[src/core/cmp_pkg.sv]
// Package: register map, field layout and reset values of the comparator control block
package cmp_pkg;
  localparam int CH_COUNT = 2;
  localparam logic [7:0] ADDR_CTRL_FIRST_1 = 8'h00;
  localparam logic [7:0] ADDR_CTRL_SECOND_1 = 8'h04;
  localparam logic [7:0] ADDR_CTRL_FIRST_2 = 8'h08;
  localparam logic [7:0] ADDR_CTRL_SECOND_2 = 8'h0C;
  localparam logic [7:0] ADDR_MIRROR = 8'h10;
  localparam logic [7:0] ADDR_IRQ_FLAGS = 8'h14;
  localparam logic [7:0] ADDR_ANALOG = 8'h18;
  // Stride between the two channels' register pairs
  localparam logic [7:0] CH_STRIDE = 8'h08;
  // First control register bit positions
  localparam int B_ON = 7;
  localparam int B_RESULT = 6;
  localparam int B_OE = 5;
  localparam int B_INV = 4;
  localparam int B_SP = 2;
  localparam int B_HYS = 1;
  localparam int B_SYNC = 0;
  // Second control register bit positions
  localparam int B_RISE = 7;
  localparam int B_FALL = 6;
  localparam int B_PCH = 4;
  localparam int B_NCH = 0;
  localparam logic [7:0] FIRST_WMASK = 8'hB7;
  localparam logic [7:0] SECOND_WMASK = 8'hF3;
  localparam logic [7:0] FIRST_RESET = 8'h04;
  localparam logic [7:0] SECOND_RESET = 8'h00;
  localparam logic [1:0] PCH_PIN = 2'h0;
  localparam logic [1:0] PCH_DAC = 2'h1;
  localparam logic [1:0] PCH_FREF = 2'h2;
  localparam logic [1:0] PCH_GND = 2'h3;
  localparam logic [1:0] RESP_OKAY = 2'h0;
  localparam logic [1:0] RESP_SLVERR = 2'h2;
endpackage : cmp_pkg

[src/core/analog_comparator_control.sv]
// Top of the two-channel comparator control block with its AXI4-Lite register slave
//
// The register offsets and the AXI4-Lite slave port were chosen for this implementation.
`timescale 1ns/10ps
module analog_comparator_control
  import cmp_pkg::*;
#(
  parameter int INSTR_DIV = 4
)
(
  input wire logic aclk,
  input wire logic aresetn,
  input wire logic [7:0] s_axi_awaddr,
  input wire logic s_axi_awvalid,
  output logic s_axi_awready,
  input wire logic [31:0] s_axi_wdata,
  input wire logic [3:0] s_axi_wstrb,
  input wire logic s_axi_wvalid,
  output logic s_axi_wready,
  output logic [1:0] s_axi_bresp,
  output logic s_axi_bvalid,
  input wire logic s_axi_bready,
  input wire logic [7:0] s_axi_araddr,
  input wire logic s_axi_arvalid,
  output logic s_axi_arready,
  output logic [31:0] s_axi_rdata,
  output logic [1:0] s_axi_rresp,
  output logic s_axi_rvalid,
  input wire logic s_axi_rready,
  input wire logic [1:0] analog_raw,
  input wire logic tmr_clk,
  input wire logic [1:0] pin_direction,
  input wire logic [1:0] port_latch,
  output logic [1:0] pin_out,
  output logic [1:0] pin_oe,
  output logic [1:0] gate_src,
  output logic [1:0] shutdown_src,
  output logic [1:0] cmp_irq_flag,
  output logic [3:0] pos_route_1,
  output logic [3:0] pos_route_2,
  output logic [3:0] neg_route_1,
  output logic [3:0] neg_route_2,
  output logic [1:0] hyst_ctrl,
  output logic [1:0] speed_ctrl,
  output logic [1:0] analog_select
);
  ////////////////////////////////////////////////////////////////////////////
  // Instruction-cycle tick and timer clock falling edge
  logic [7:0] div_reg, div_next;
  logic tick;
  logic tclk_reg, tclk_next;
  logic tmr_fall;

  always_comb begin
    tick = (div_reg == 8'(INSTR_DIV - 1));
    div_next = tick ? 8'h00 : div_reg + 8'h01;
    tclk_next = tmr_clk;
    tmr_fall = tclk_reg & ~tmr_clk;
  end

  always_ff @(posedge aclk) begin
    if (!aresetn) begin
      div_reg <= 8'h00;
      tclk_reg <= 1'b0;
    end else begin
      div_reg <= div_next;
      tclk_reg <= tclk_next;
    end
  end

  ////////////////////////////////////////////////////////////////////////////
  // Register file
  logic [7:0] first_reg [CH_COUNT];
  logic [7:0] second_reg [CH_COUNT];
  logic [7:0] first_next [CH_COUNT];
  logic [7:0] second_next [CH_COUNT];
  logic [1:0] analog_reg, analog_next;
  logic [1:0] result_bits, flag_bits, pin_res, gate_res, clr;
  logic [3:0] pos_r [CH_COUNT];
  logic [3:0] neg_r [CH_COUNT];

  // Write channel state
  logic aw_hold_reg, aw_hold_next, w_hold_reg, w_hold_next;
  logic [7:0] awaddr_reg, awaddr_next;
  logic [31:0] wdata_reg, wdata_next;
  logic [3:0] wstrb_reg, wstrb_next;
  logic bvalid_reg, bvalid_next;
  logic [1:0] bresp_reg, bresp_next;
  logic do_write, write_hit;
  // Read channel state
  logic rvalid_reg, rvalid_next;
  logic [31:0] rdata_reg, rdata_next;
  logic [1:0] rresp_reg, rresp_next;
  logic [7:0] rd_val;
  logic rd_hit;

  assign s_axi_awready = ~aw_hold_reg & ~bvalid_reg;
  assign s_axi_wready = ~w_hold_reg & ~bvalid_reg;
  assign s_axi_arready = ~rvalid_reg;

  always_comb begin
    aw_hold_next = aw_hold_reg;
    w_hold_next = w_hold_reg;
    awaddr_next = awaddr_reg;
    wdata_next = wdata_reg;
    wstrb_next = wstrb_reg;
    if (s_axi_awvalid && s_axi_awready) begin
      aw_hold_next = 1'b1;
      awaddr_next = s_axi_awaddr;
    end
    if (s_axi_wvalid && s_axi_wready) begin
      w_hold_next = 1'b1;
      wdata_next = s_axi_wdata;
      wstrb_next = s_axi_wstrb;
    end
    do_write = aw_hold_reg & w_hold_reg;
    bvalid_next = bvalid_reg & ~s_axi_bready;
    bresp_next = bresp_reg;
    analog_next = analog_reg;
    clr = 2'b00;
    write_hit = 1'b0;
    for (int c = 0; c < CH_COUNT; c++) begin
      first_next[c] = first_reg[c];
      second_next[c] = second_reg[c];
    end
    if (do_write) begin
      aw_hold_next = 1'b0;
      w_hold_next = 1'b0;
      bvalid_next = 1'b1;
      for (int c = 0; c < CH_COUNT; c++) begin
        if (awaddr_reg == ADDR_CTRL_FIRST_1 + 8'(c) * CH_STRIDE) begin
          write_hit = 1'b1;
          if (wstrb_reg[0]) begin
            first_next[c] = wdata_reg[7:0] & FIRST_WMASK;
          end
        end
        if (awaddr_reg == ADDR_CTRL_SECOND_1 + 8'(c) * CH_STRIDE) begin
          write_hit = 1'b1;
          if (wstrb_reg[0]) begin
            second_next[c] = wdata_reg[7:0] & SECOND_WMASK;
          end
        end
      end
      if (awaddr_reg == ADDR_IRQ_FLAGS) begin
        write_hit = 1'b1;
        // Write one to clear; a simultaneous enabled edge keeps the flag
        clr = wstrb_reg[0] ? wdata_reg[1:0] : 2'b00;
      end
      if (awaddr_reg == ADDR_ANALOG) begin
        write_hit = 1'b1;
        if (wstrb_reg[0]) begin
          analog_next = wdata_reg[1:0];
        end
      end
      if (awaddr_reg == ADDR_MIRROR) begin
        write_hit = 1'b1;
      end
      bresp_next = write_hit ? RESP_OKAY : RESP_SLVERR;
    end
  end

  always_comb begin
    rd_val = 8'h00;
    rd_hit = 1'b1;
    unique case (s_axi_araddr)
      ADDR_CTRL_FIRST_1: rd_val = first_reg[0] | {1'b0, result_bits[0], 6'h00};
      ADDR_CTRL_FIRST_2: rd_val = first_reg[1] | {1'b0, result_bits[1], 6'h00};
      ADDR_CTRL_SECOND_1: rd_val = second_reg[0];
      ADDR_CTRL_SECOND_2: rd_val = second_reg[1];
      ADDR_MIRROR: rd_val = {6'h00, result_bits};
      ADDR_IRQ_FLAGS: rd_val = {6'h00, flag_bits};
      ADDR_ANALOG: rd_val = {6'h00, analog_reg};
      default: rd_hit = 1'b0;
    endcase
    rvalid_next = rvalid_reg & ~s_axi_rready;
    rdata_next = rdata_reg;
    rresp_next = rresp_reg;
    if (s_axi_arvalid && s_axi_arready) begin
      rvalid_next = 1'b1;
      rdata_next = {24'h000000, rd_val};
      rresp_next = rd_hit ? RESP_OKAY : RESP_SLVERR;
    end
  end

  always_ff @(posedge aclk) begin
    if (!aresetn) begin
      aw_hold_reg <= 1'b0;
      w_hold_reg <= 1'b0;
      awaddr_reg <= 8'h00;
      wdata_reg <= 32'h00000000;
      wstrb_reg <= 4'h0;
      bvalid_reg <= 1'b0;
      bresp_reg <= RESP_OKAY;
      rvalid_reg <= 1'b0;
      rdata_reg <= 32'h00000000;
      rresp_reg <= RESP_OKAY;
      analog_reg <= 2'b00;
      for (int c = 0; c < CH_COUNT; c++) begin
        first_reg[c] <= FIRST_RESET;
        second_reg[c] <= SECOND_RESET;
      end
    end else begin
      aw_hold_reg <= aw_hold_next;
      w_hold_reg <= w_hold_next;
      awaddr_reg <= awaddr_next;
      wdata_reg <= wdata_next;
      wstrb_reg <= wstrb_next;
      bvalid_reg <= bvalid_next;
      bresp_reg <= bresp_next;
      rvalid_reg <= rvalid_next;
      rdata_reg <= rdata_next;
      rresp_reg <= rresp_next;
      analog_reg <= analog_next;
      for (int c = 0; c < CH_COUNT; c++) begin
        first_reg[c] <= first_next[c];
        second_reg[c] <= second_next[c];
      end
    end
  end

  assign s_axi_bvalid = bvalid_reg;
  assign s_axi_bresp = bresp_reg;
  assign s_axi_rvalid = rvalid_reg;
  assign s_axi_rdata = rdata_reg;
  assign s_axi_rresp = rresp_reg;
  assign analog_select = analog_reg;

  ////////////////////////////////////////////////////////////////////////////
  // Channels
  for (genvar g = 0; g < CH_COUNT; g++) begin : gen_ch
    cmp_channel u_ch (
      .aclk(aclk),
      .aresetn(aresetn),
      .instr_tick(tick),
      .tmr_clk_fall(tmr_fall),
      .analog_raw(analog_raw[g]),
      .ctrl_first(first_reg[g]),
      .ctrl_second(second_reg[g]),
      .flag_clear(clr[g]),
      .result_reg(result_bits[g]),
      .pin_result(pin_res[g]),
      .gate_result(gate_res[g]),
      .flag_reg(flag_bits[g]),
      .pos_route(pos_r[g]),
      .neg_route(neg_r[g]),
      .hyst_ctrl(hyst_ctrl[g]),
      .speed_ctrl(speed_ctrl[g])
    );
    // Override replaces the port latch regardless of the on bit
    assign pin_out[g] = first_reg[g][B_OE] ? pin_res[g] : port_latch[g];
    assign pin_oe[g] = ~pin_direction[g];
  end

  assign gate_src = gate_res;
  assign shutdown_src = result_bits;
  assign cmp_irq_flag = flag_bits;
  assign pos_route_1 = pos_r[0];
  assign pos_route_2 = pos_r[1];
  assign neg_route_1 = neg_r[0];
  assign neg_route_2 = neg_r[1];

  property p_mirror;
    @(posedge aclk) disable iff (!aresetn)
      (s_axi_arvalid && s_axi_arready && s_axi_araddr == ADDR_MIRROR)
        |=> s_axi_rvalid && s_axi_rdata == {30'h0, $past(result_bits)};
  endproperty
  a_mirror: assert property (p_mirror) else $error("mirror read wrong");
  property p_override;
    @(posedge aclk) disable iff (!aresetn)
      first_reg[0][B_OE] |-> pin_out[0] == pin_res[0];
  endproperty
  a_override: assert property (p_override) else $error("override missing");
  property p_sp_reset;
    @(posedge aclk) $fell(aresetn) |=> speed_ctrl == 2'b11;
  endproperty
  a_sp_reset: assert property (p_sp_reset) else $error("speed bit reset wrong");
  c_write: cover property (@(posedge aclk) disable iff (!aresetn) s_axi_bvalid && s_axi_bready);
  c_read: cover property (@(posedge aclk) disable iff (!aresetn) s_axi_rvalid && s_axi_rready);
endmodule : analog_comparator_control

[src/core/cmp_channel.sv]
// One comparator channel: polarity, sampling, sync, edge flag and input routing
`timescale 1ns/10ps
module cmp_channel
  import cmp_pkg::*;
(
  input wire logic aclk,
  input wire logic aresetn,
  input wire logic instr_tick,
  input wire logic tmr_clk_fall,
  input wire logic analog_raw,
  input wire logic [7:0] ctrl_first,
  input wire logic [7:0] ctrl_second,
  input wire logic flag_clear,
  output logic result_reg,
  output logic pin_result,
  output logic gate_result,
  output logic flag_reg,
  output logic [3:0] pos_route,
  output logic [3:0] neg_route,
  output logic hyst_ctrl,
  output logic speed_ctrl
);
  logic on, inv, sync_en;
  logic polar;
  logic result_next;
  logic sync_reg, sync_next;
  logic prev_reg, prev_next;
  logic flag_next;
  logic rise, fall;

  assign on = ctrl_first[B_ON];
  assign inv = ctrl_first[B_INV];
  assign sync_en = ctrl_first[B_SYNC];
  // Disabled comparator reads low before polarity, so on/off and invert can make edges
  assign polar = (analog_raw & on) ^ inv;

  always_comb begin
    result_next = instr_tick ? polar : result_reg;
    sync_next = tmr_clk_fall ? polar : sync_reg;
    prev_next = result_reg;
    rise = result_reg & ~prev_reg;
    fall = ~result_reg & prev_reg;
    flag_next = flag_reg;
    if (flag_clear) begin
      flag_next = 1'b0;
    end
    if ((rise & ctrl_second[B_RISE]) | (fall & ctrl_second[B_FALL])) begin
      flag_next = 1'b1;
    end
  end

  always_ff @(posedge aclk) begin
    if (!aresetn) begin
      result_reg <= 1'b0;
      sync_reg <= 1'b0;
      prev_reg <= 1'b0;
      flag_reg <= 1'b0;
    end else begin
      result_reg <= result_next;
      sync_reg <= sync_next;
      prev_reg <= prev_next;
      flag_reg <= flag_next;
    end
  end

  // External path is unlatched unless timer sync is on
  assign pin_result = sync_en ? sync_reg : polar;
  assign gate_result = pin_result;
  assign pos_route = on ? (4'h1 << ctrl_second[B_PCH +: 2]) : 4'h0;
  assign neg_route = on ? (4'h1 << ctrl_second[B_NCH +: 2]) : 4'h0;
  assign hyst_ctrl = ctrl_first[B_HYS];
  assign speed_ctrl = ctrl_first[B_SP];

  property p_flag_sticky;
    @(posedge aclk) disable iff (!aresetn)
      (rise & ctrl_second[B_RISE] & flag_clear) |=> flag_reg;
  endproperty
  a_flag_sticky: assert property (p_flag_sticky) else $error("flag lost on clear");
  property p_fall_sets;
    @(posedge aclk) disable iff (!aresetn)
      ($fell(result_reg) && ctrl_second[B_FALL]) |=> flag_reg;
  endproperty
  a_fall_sets: assert property (p_fall_sets) else $error("fall edge missed");
  property p_off_route;
    @(posedge aclk) disable iff (!aresetn) !on |-> (pos_route == 4'h0 && neg_route == 4'h0);
  endproperty
  a_off_route: assert property (p_off_route) else $error("inputs live while off");
  property p_sample;
    @(posedge aclk) disable iff (!aresetn) instr_tick |=> result_reg == $past(polar);
  endproperty
  a_sample: assert property (p_sample) else $error("result not sampled");
  property p_sync_hold;
    @(posedge aclk) disable iff (!aresetn)
      (sync_en && !tmr_clk_fall) ##1 sync_en |-> $stable(pin_result);
  endproperty
  a_sync_hold: assert property (p_sync_hold) else $error("sync out moved");
  c_flag: cover property (@(posedge aclk) disable iff (!aresetn) $rose(flag_reg));
  c_sync: cover property (@(posedge aclk) disable iff (!aresetn) sync_en && tmr_clk_fall);
endmodule : cmp_channel

[config.mk]
export PLATFORM = sky130hd
export DESIGN_NAME = analog_comparator_control
export DESIGN_NICKNAME = d
export VERILOG_FILES = /design/src/core/cmp_pkg.sv /design/src/core/analog_comparator_control.sv /design/src/core/cmp_channel.sv
export SDC_FILE = /design/constraint.sdc
export NUM_CORES = 1
export LEC_CHECK = 0
export BUFFER_PORTS_ARGS = -buffer_cell sky130_fd_sc_hd__buf_2
export CORE_MARGIN = 5
export CORE_UTILIZATION = 48
export CTS_CLUSTER_DIAMETER = 40
export CTS_CLUSTER_SIZE = 30
export DETAILED_ROUTE_END_ITERATION = 12
export GPL_TIMING_DRIVEN = 0
export MAX_ROUTING_LAYER = met4
export PLACE_DENSITY = 0.77
export SETUP_SLACK_MARGIN = 0.1
export SYNTH_ARGS = -nofsm -noshare
export SYNTH_HDL_FRONTEND = slang
export SYNTH_SLANG_ARGS = --single-unit
[constraint.sdc]
create_clock -name aclk -period 2.57 [get_ports aclk]
set_input_delay 0.514 -clock aclk [delete_from_list [all_inputs] [get_ports aclk]]
set_output_delay 0.514 -clock aclk [all_outputs]
set_load 0.01 [all_outputs]
After elaboration in Yosys (flattened, before gate mapping)
Memories as Yosys holds them, arrays and structs flattened.
Cells that the tools add are included.
{"block": "op_classes", "n_lt_le_gt_ge": 0, "muxes": 45, "add_sub_neg": 1, "n_eq_ne": 13, "n_mul": 0, "bitwise_logic": 40, "n_reduce_logical": 11, "n_div": 0, "shift": 4}
{"operator": "$mux W8", "n": 12}
{"operator": "$pmux W8 S7", "n": 1}
{"operator": "$eq A8 B5 Y1 const B", "n": 6}
{"operator": "$eq A8 B4 Y1 const B", "n": 4}
{"operator": "$mux W16", "n": 2}
{"operator": "$mux W1", "n": 21}
{"operator": "$and A1 B1 Y1", "n": 16}
{"operator": "$eq A8 B3 Y1 const B", "n": 2}
{"operator": "$logic_not A8 Y1", "n": 2}
{"operator": "$mux W4", "n": 4}
{"operator": "$or A8 B7 Y8", "n": 2}
{"operator": "$shl A1 B2 Y4 const A", "n": 4}
{"operator": "$not A1 Y1", "n": 14}
{"operator": "$mux W2", "n": 5}
{"operator": "$add A8 B1 Y8 const B", "n": 1}
{"operator": "$eq A8 B2 Y1 const B", "n": 1}
{"operator": "$reduce_or A7 Y1", "n": 1}
{"operator": "$or A1 B1 Y1", "n": 6}
{"operator": "$reduce_bool A2 Y1", "n": 2}
{"operator": "$reduce_or A2 Y1", "n": 2}
{"operator": "$logic_and A1 B1 Y1", "n": 3}
{"operator": "$reduce_and A3 Y1", "n": 1}
{"operator": "$xor A1 B1 Y1", "n": 2}
{"block": "word_totals", "ff_bits": 52, "ramBits": 32, "inputBits": 66, "output_inout_bits": 73, "rom_bits": 0, "wordCells": 137, "mem_count": 2, "latchBits": 0}
{"name": "first_reg", "depth": 2, "word_bits": 8, "read_ports": 2, "rd_ports_with_merged_regs": 0, "write_ports": 2, "line": "analog_comparator_control.sv:73", "rtl": "logic [7:0] first_reg [CH_COUNT];"}
{"name": "second_reg", "depth": 2, "word_bits": 8, "read_ports": 2, "rd_ports_with_merged_regs": 0, "write_ports": 2, "line": "analog_comparator_control.sv:74", "rtl": "logic [7:0] second_reg [CH_COUNT];"}

Depth between registers and ports, before layout
Gate-level depths: netlist of the first run.
{"block": "depth", "depth_word": 10, "ltp_mapped": 5, "depth_no_buf": 5}

Hierarchy
From an unflattened synthesis of the first run, not the netlist that was laid out.
{"block": "unflattened", "hier_cells": 404, "hier_area_um2": 3573.4}
{"mod": "analog_comparator_control", "area_each_um2": 3020.4, "instances": 1, "cells_each": 340, "seq_area_each_um2": 1281.2}
{"mod": "cmp_channel", "area_each_um2": 276.5, "instances": 2, "cells_each": 32, "seq_area_each_um2": 80.1}

Worst setup path before layout of the first run
Ideal clock, no wire load.
{"block": "synth_path", "kind": "flip-flop to flip-flop", "start": "register awaddr_reg[6]", "end": "memory second_reg[0][0]", "period_less_slack_ns": 1.879, "path_slack_ns": 0.691, "setup_time_ns": 0.121, "stages_incl_launch_ff": 6, "arrival_ns": 1.759, "path_buffers": 1, "required_ns": 2.449, "cell_sequence": "dfxtp_1 or4_4 or3_4 or3_1 buf_6 mux2i_1"}
{"element": "start: declaration", "line": "analog_comparator_control.sv:84", "rtl": "logic [7:0] awaddr_reg, awaddr_next;"}
{"element": "start signal: assignment", "line": "analog_comparator_control.sv:205", "rtl": "awaddr_reg <= awaddr_next;"}
{"element": "end: declaration", "line": "analog_comparator_control.sv:74"}

==> results of run 1 <==
[final timing paths]
| path | start | endpoint | cells past startpoint |
|---|---|---|---|
| worst min register to register | div_reg[0] | div_reg[0] | 1 |
| worst min-delay path | s_axi_arvalid | s_axi_rvalid | 2 |
| worst max-delay path | first_reg[0][15] | pin_out[1] | 5 |
| worst max register to register | awaddr_reg[6] | second_reg[0][4] | 5 |
[cells in the final DEF (no fill, tap or decap), types with 3 or more instances in the layout]
cell       n
buf_2     81
dfxtp_1   72
nand2_1   69
buf_4     37
conb_1    27
nand3_1   26
o21ai_0   22
a21boi_0  20
mux2i_1   16
nor2_1    15
clkbuf_1  13
clkbuf_8  11
and3_1     9
and2_1     8
nor3b_1    7
mux4_2     6
and3b_1    5
xnor2_1    5
nor2b_1    5
buf_1      4
mux2_2     4
a22o_1     4
nand2b_1   4
a21oi_1    4
inv_1      3
nor3_1     3
xor2_1     3
[per-stage QoR]
stage                     area (sq um)  hold slack, ns  util [%]  setup slack [ns]
after floorplan                   3530           0.438         -             0.691
after global placement            4060           0.455      59.1             0.521
after detailed placement          4060           0.465      59.1             0.476
after CTS                         4290           0.396      62.4             0.442
after global routing              4290           0.400      62.4             0.339
final                             4290           0.407      62.4             0.464
[worst reg2reg max path, delay by kind of cell, from the launching register on]
family | cells | cell delay (ns)
and+or+nand+nor | 3 | 1.26
DFF | 1 | 0.33
muxes | 1 | 0.17
buffers and inverters | 1 | 0.16
[power by group through the flow]
stage          clock, uW  sequential, uW  combinational [uW]
6_report            1010            1180                 248
5_1_grt             1070            1190                 275
4_1_cts             1020            1180                 247
3_5_place_dp           0            1210                 245
3_3_place_gp           0            1210                 240
2_1_floorplan          0            1200                 170
[area by class of cell]
class                   count  area (sq um)  area share (%)
well taps                  96           120            2.80
multi-input cells         283          1730            40.3
repair buffers             81           405            9.45
inverters                   3          11.3           0.263
flip-flops and latches     72          1440            33.6
plain buffers              55           353            8.23
clock inverters             5          78.8            1.84
clock buffers              11           151            3.53
[cells by family (layout without fill, tap and decap cells)]
| family | Yosys count | after routing | share of synthesized area (%) |
|---|---|---|---|
| AO/OA/AOI/OAI | 59 | 59 | 11.3 |
| flip-flops | 72 | 72 | 42.0 |
| buffers and inverters | 58 | 155 | 10.6 |
| AND/OR/NAND/NOR | 162 | 162 | 23.8 |
| multiplexers | 26 | 26 | 9.91 |
| adder cells (fa/ha/maj) | 1 | 1 | 0.364 |
| XOR/XNOR | 8 | 8 | 2.04 |
| other | 1 | 27 | 0.109 |
[per-layer routing]
| metal | global-route usage (%) | up-vias | wire (um) |
|---|---|---|---|
| li1 | - | 1509 | - |
| met1 | 22.9 | 1357 | 3530 |
| met2 | 31.3 | 97 | 3990 |
| met3 | 5.82 | 14 | 582 |
| met4 | 5.65 | 0 | 119 |
| met5 | - | - | 0 |
==> run metrics, run 1 <==
I/O Buffers=81; cell-internal power=1860 uW; Crit Path Category=reg -> out; startpoint types=register; FFs w/ async S/R, synth=0%; Synth top area share=42.0%; Worst path slowest cell=dfxtp_1; Final GP Congestion=0.906; CTS root buf=clkbuf_8; Die X-Extent=94.6 um; syn avg cell area=8.88 sq um; Unique masters post-synth=44; Hold Fails Final Rpt=0; Tot GR Track Use=19.2%; area leader, netlist=dfxtp_1; cells along the critical path=nand2_1 -> xnor2_1 -> mux2_2 -> mux2_2 -> buf_2; number of fill cells in the layout=624; cell area power density=569 nW/um^2; ANT nets after route=0; critical-path maximum fanout=3; Switching Power=578 uW; sw frac=23.7%; part of the Yosys area used for sequential elements=42.0%; Setup crit end kind=primary output; Post-Syn Area=3440 sq um; Post-CTS Resized=0; R2R Setup Slk=0.58 ns; CP required=2.06 ns; Worst Tran Pin Value=0.660 ns; placed cells=590; Die Area=8950 sq um; Syn Inst Count=387; maxcap violations=0; Warnings, synthesis=0; slew margin rel.=56.0%; non-filler cells, final=606; Sink Count=72; routed wire length=8220 um; Starting DRT DRC Count=130; clock slew seen by the registers of the worst setup and hold paths=0.07 ns; CTS tree=yes; Slew Viols, Final=0; HP Class=in -> reg; skew final=0.00619 ns; post-layout minimum cycle time=2.11 ns; count leader, synth=dfxtp_1; Post-CTS Setup Bufs=0; Max Clk Rate=475 MHz; FP Rows=30; Ports=139; Hold Buf Count CTS=0; Main synth FF type=dfxtp_1; Most Frequent Cell on Critical Path=mux2_2; nets@finish=572; initial core utilization=50.0%; Synth-to-Final Area Change=24.8%; core box area=6870 sq um; Area contributors post-synth=dfxtp_1, buf_4, nand2_1; later-pin clock latency in the skew report=0.34 ns; vias in the first global route=2830; first-pass GRT wire length=13100 um; unrepaired setup endpoints after global routing=no; Clock Power Share=41.4%; share of cells above drive strength 1=29.2%; fin crit share=81.9%; status=finished, final reports clean; DR pass1 iterations=4; P_leak=0.00200 uW; largest net degree at the start of global routing=13; CP max stage delay=0.34 ns; initial antenna violation count=0; total power=2440 uW; total CTS buffers=9; Yosys reg bits=72; Setup Viol. Count Final=0; wire per inst=13.6 um; vias post-DR=2977; setup_tns=0 ns; Top delay family on crit path=multiplexers; grt ovf=0; # H-tree levels=3; Die Y=94.6 um; number of remaining DRC errors=0; # diodes=0; DP Wirelength=6410 um; Comb pwr share=10.2%; peak supply drop=0.346 mV; Bufs and invs on worst path=1; DR vias/cell=4.91; CP arrival=1.59 ns; Post-synth top cells=dfxtp_1, nand2_1, buf_4, nand3_1, o21ai_0; Post-synth EDFFs=0; deepest clock path buffer count=2; Reg power frac=48.5%
No activity file was read; power rests on OpenSTA's default activity.
==> inputs of run 2 (changes only) <==
==> constraint.sdc (replaced) <==
create_clock -name aclk -period 2 [get_ports aclk]
set_input_delay 0.4 -clock aclk [delete_from_list [all_inputs] [get_ports aclk]]
set_output_delay 0.4 -clock aclk [all_outputs]
set_load 0.01 [all_outputs]
==> run metrics, run 2 (synthesized netlist as in run 1, its figures left out) <==
worst reg-to-reg path cell count=5 (unchanged); CTS tree=yes; core box area=6870 sq um (unchanged); initial core utilization=50.0% (unchanged); total CTS buffers=9 (unchanged); most common cell after layout, fill and taps aside=buf_2; I/O Buffers=81 (unchanged); P_leak=0.00207 uW (+3.5%); wire per inst=13.7 um (+1.1%); deepest clock path buffer count=2 (unchanged); startpoint types=register; Crit Path Category=reg -> out; # diodes=0 (unchanged); Ports=139 (unchanged); CP required=1.60 ns (-0.46 ns); Worst Hold Launch=s_axi_arvalid; Hold Fails Final Rpt=0 (unchanged); Hold WS=0.290 ns (-0.116 ns); FP Rows=30 (unchanged); CTS root buf=clkbuf_8; clock slew seen by the registers of the worst setup and hold paths=0.07 ns (about the same); vias in the first global route=2849 (+0.67%); Hold Buf Count CTS=0 (unchanged); Max Clk Rate=511 MHz; post-layout minimum cycle time=1.96 ns; DR vias/cell=4.91 (-0.12%); Die Y=94.6 um (unchanged); first-pass GRT wire length=13300 um (+0.94%); Starting DRT DRC Count=136 (+4.6%); DP Wirelength=6410 um (unchanged); Slew Viols, Final=0 (unchanged); critical-path maximum fanout=2 (-1); Setup crit end kind=primary output; maxcap violations=0 (unchanged); number of remaining DRC errors=0 (unchanged); cell area power density=715 nW/um^2 (+26%); status=finished, final reports clean; HP Class=in -> reg; Synth-to-Final Area Change=28.2%; Worst Tran Pin Value=0.666 ns (+0.00624 ns); grt ovf=0 (unchanged); skew final=0.00664 ns (+0.000451 ns); Min-Delay Path Depth=2 (unchanged); Tot GR Track Use=19.4% (+0.20 points); FF-to-FF Start=awaddr_reg[6]; routed wire length=8380 um (+2.0%); CP arrival=1.56 ns (-0.03 ns); setup_tns=0 ns (unchanged); RR Endpoint=second_reg[0][4]; fin crit share=97.8%; WHS Endpoint=s_axi_rvalid; nets@finish=577 (+0.87%); later-pin clock latency in the skew report=0.35 ns (about the same); largest net degree at the start of global routing=13 (unchanged); Setup Viol. Count Final=0 (unchanged); Final GP Congestion=0.906 (unchanged); most frequent cells in the layout=buf_2, dfxtp_1, nand2_1, buf_4, conb_1; Sink Count=72 (unchanged); DR pass1 iterations=4 (unchanged); ANT nets after route=0 (unchanged); Die X-Extent=94.6 um (unchanged); R2R Setup Slk=0.06 ns (-0.52 ns); slew margin rel.=55.6% (-0.42 points); # H-tree levels=3 (unchanged); initial antenna violation count=0 (unchanged); peak supply drop=0.455 mV (+31%); Die Area=8950 sq um (unchanged); share of cells above drive strength 1=31.8% (+2.6 points); vias post-DR=2998 (+0.71%); unrepaired setup endpoints after global routing=yes
[run 2: changes by cell type in the layout (fill, tap and decap cells not counted), sizes merged]
cell,previous run,this run
buf,123,128
[run 2: layout make-up]
type,count,area [sq um]
clock inverter,5,78.8
inverter,3,11.3
buffer,55,357
clock buffer,11,151
tap,96,120
multi-input combinational,283,1780
timing repair buffer,86,459
fill,607,2460
sequential,72,1450
[run 2: worst max-delay path by stage]
stage	start	endpoint	slack (ns)	cells past startpoint
2_1_floorplan	awaddr_reg[6]	second_reg[0][0]	0.12	5
3_3_place_gp	awaddr_reg[6]	second_reg[0][5]	0.05	5
3_5_place_dp	s_axi_araddr[3]	s_axi_rdata[7]	0.02	4
4_1_cts	awaddr_reg[1]	gen_ch[0].u_ch.flag_reg	0.03	5
5_1_grt	first_reg[0][7]	pin_out[0]	-0.01	5
6_report	first_reg[0][15]	pin_out[1]	0.04	5
[run 2: worst max-delay path, stage by stage, from the launching register on]
cell and delay (ns):
dfxtp_2 0.33, nand2_2 0.06, xnor2_2 0.14, mux2_4 0.29, mux2_4 0.27, buf_6 0.12
[run 2: power breakdown]
group	leakage [uW]	switching (uW)	internal (uW)	total [uW]
registers	0.000587	43.3	1480	1520
clock network	0.000119	532	768	1300
logic	0.00136	174	156	330
[run 2: what timing repair did]
action | 4_1_cts | 5_1_grt
hold endpoints to repair | 0 | 0
setup endpoints to repair | 8 | 20
resized for setup | 13 | 6
setup buffers | 5 | 0
pin swaps | 5 | 8
cloned | 0 | 0
[run 2: metal layers]
layer	up-vias	wire length, um	part of all wire, %	global-route usage (%)
met3	9	587	7.0	5.66
met5	-	0	0	-
met1	1377	3580	43	23.1
met2	100	4130	49	32.4
li1	1512	-	-	-
met4	0	82	0.98	4.57
[run 2: through the flow]
stage               cells  util (%)  power, uW  setup slack (ns)  cell area, sq um
floorplan             413         -       1760             0.121              3530
global placement      590      59.1       1860            0.0524              4060
detailed placement    590      59.1       1870            0.0199              4060
CTS                   611      63.7       3160            0.0327              4370
global route          611      64.1       3270           -0.0102              4410
finish                611      64.1       3150            0.0437              4410
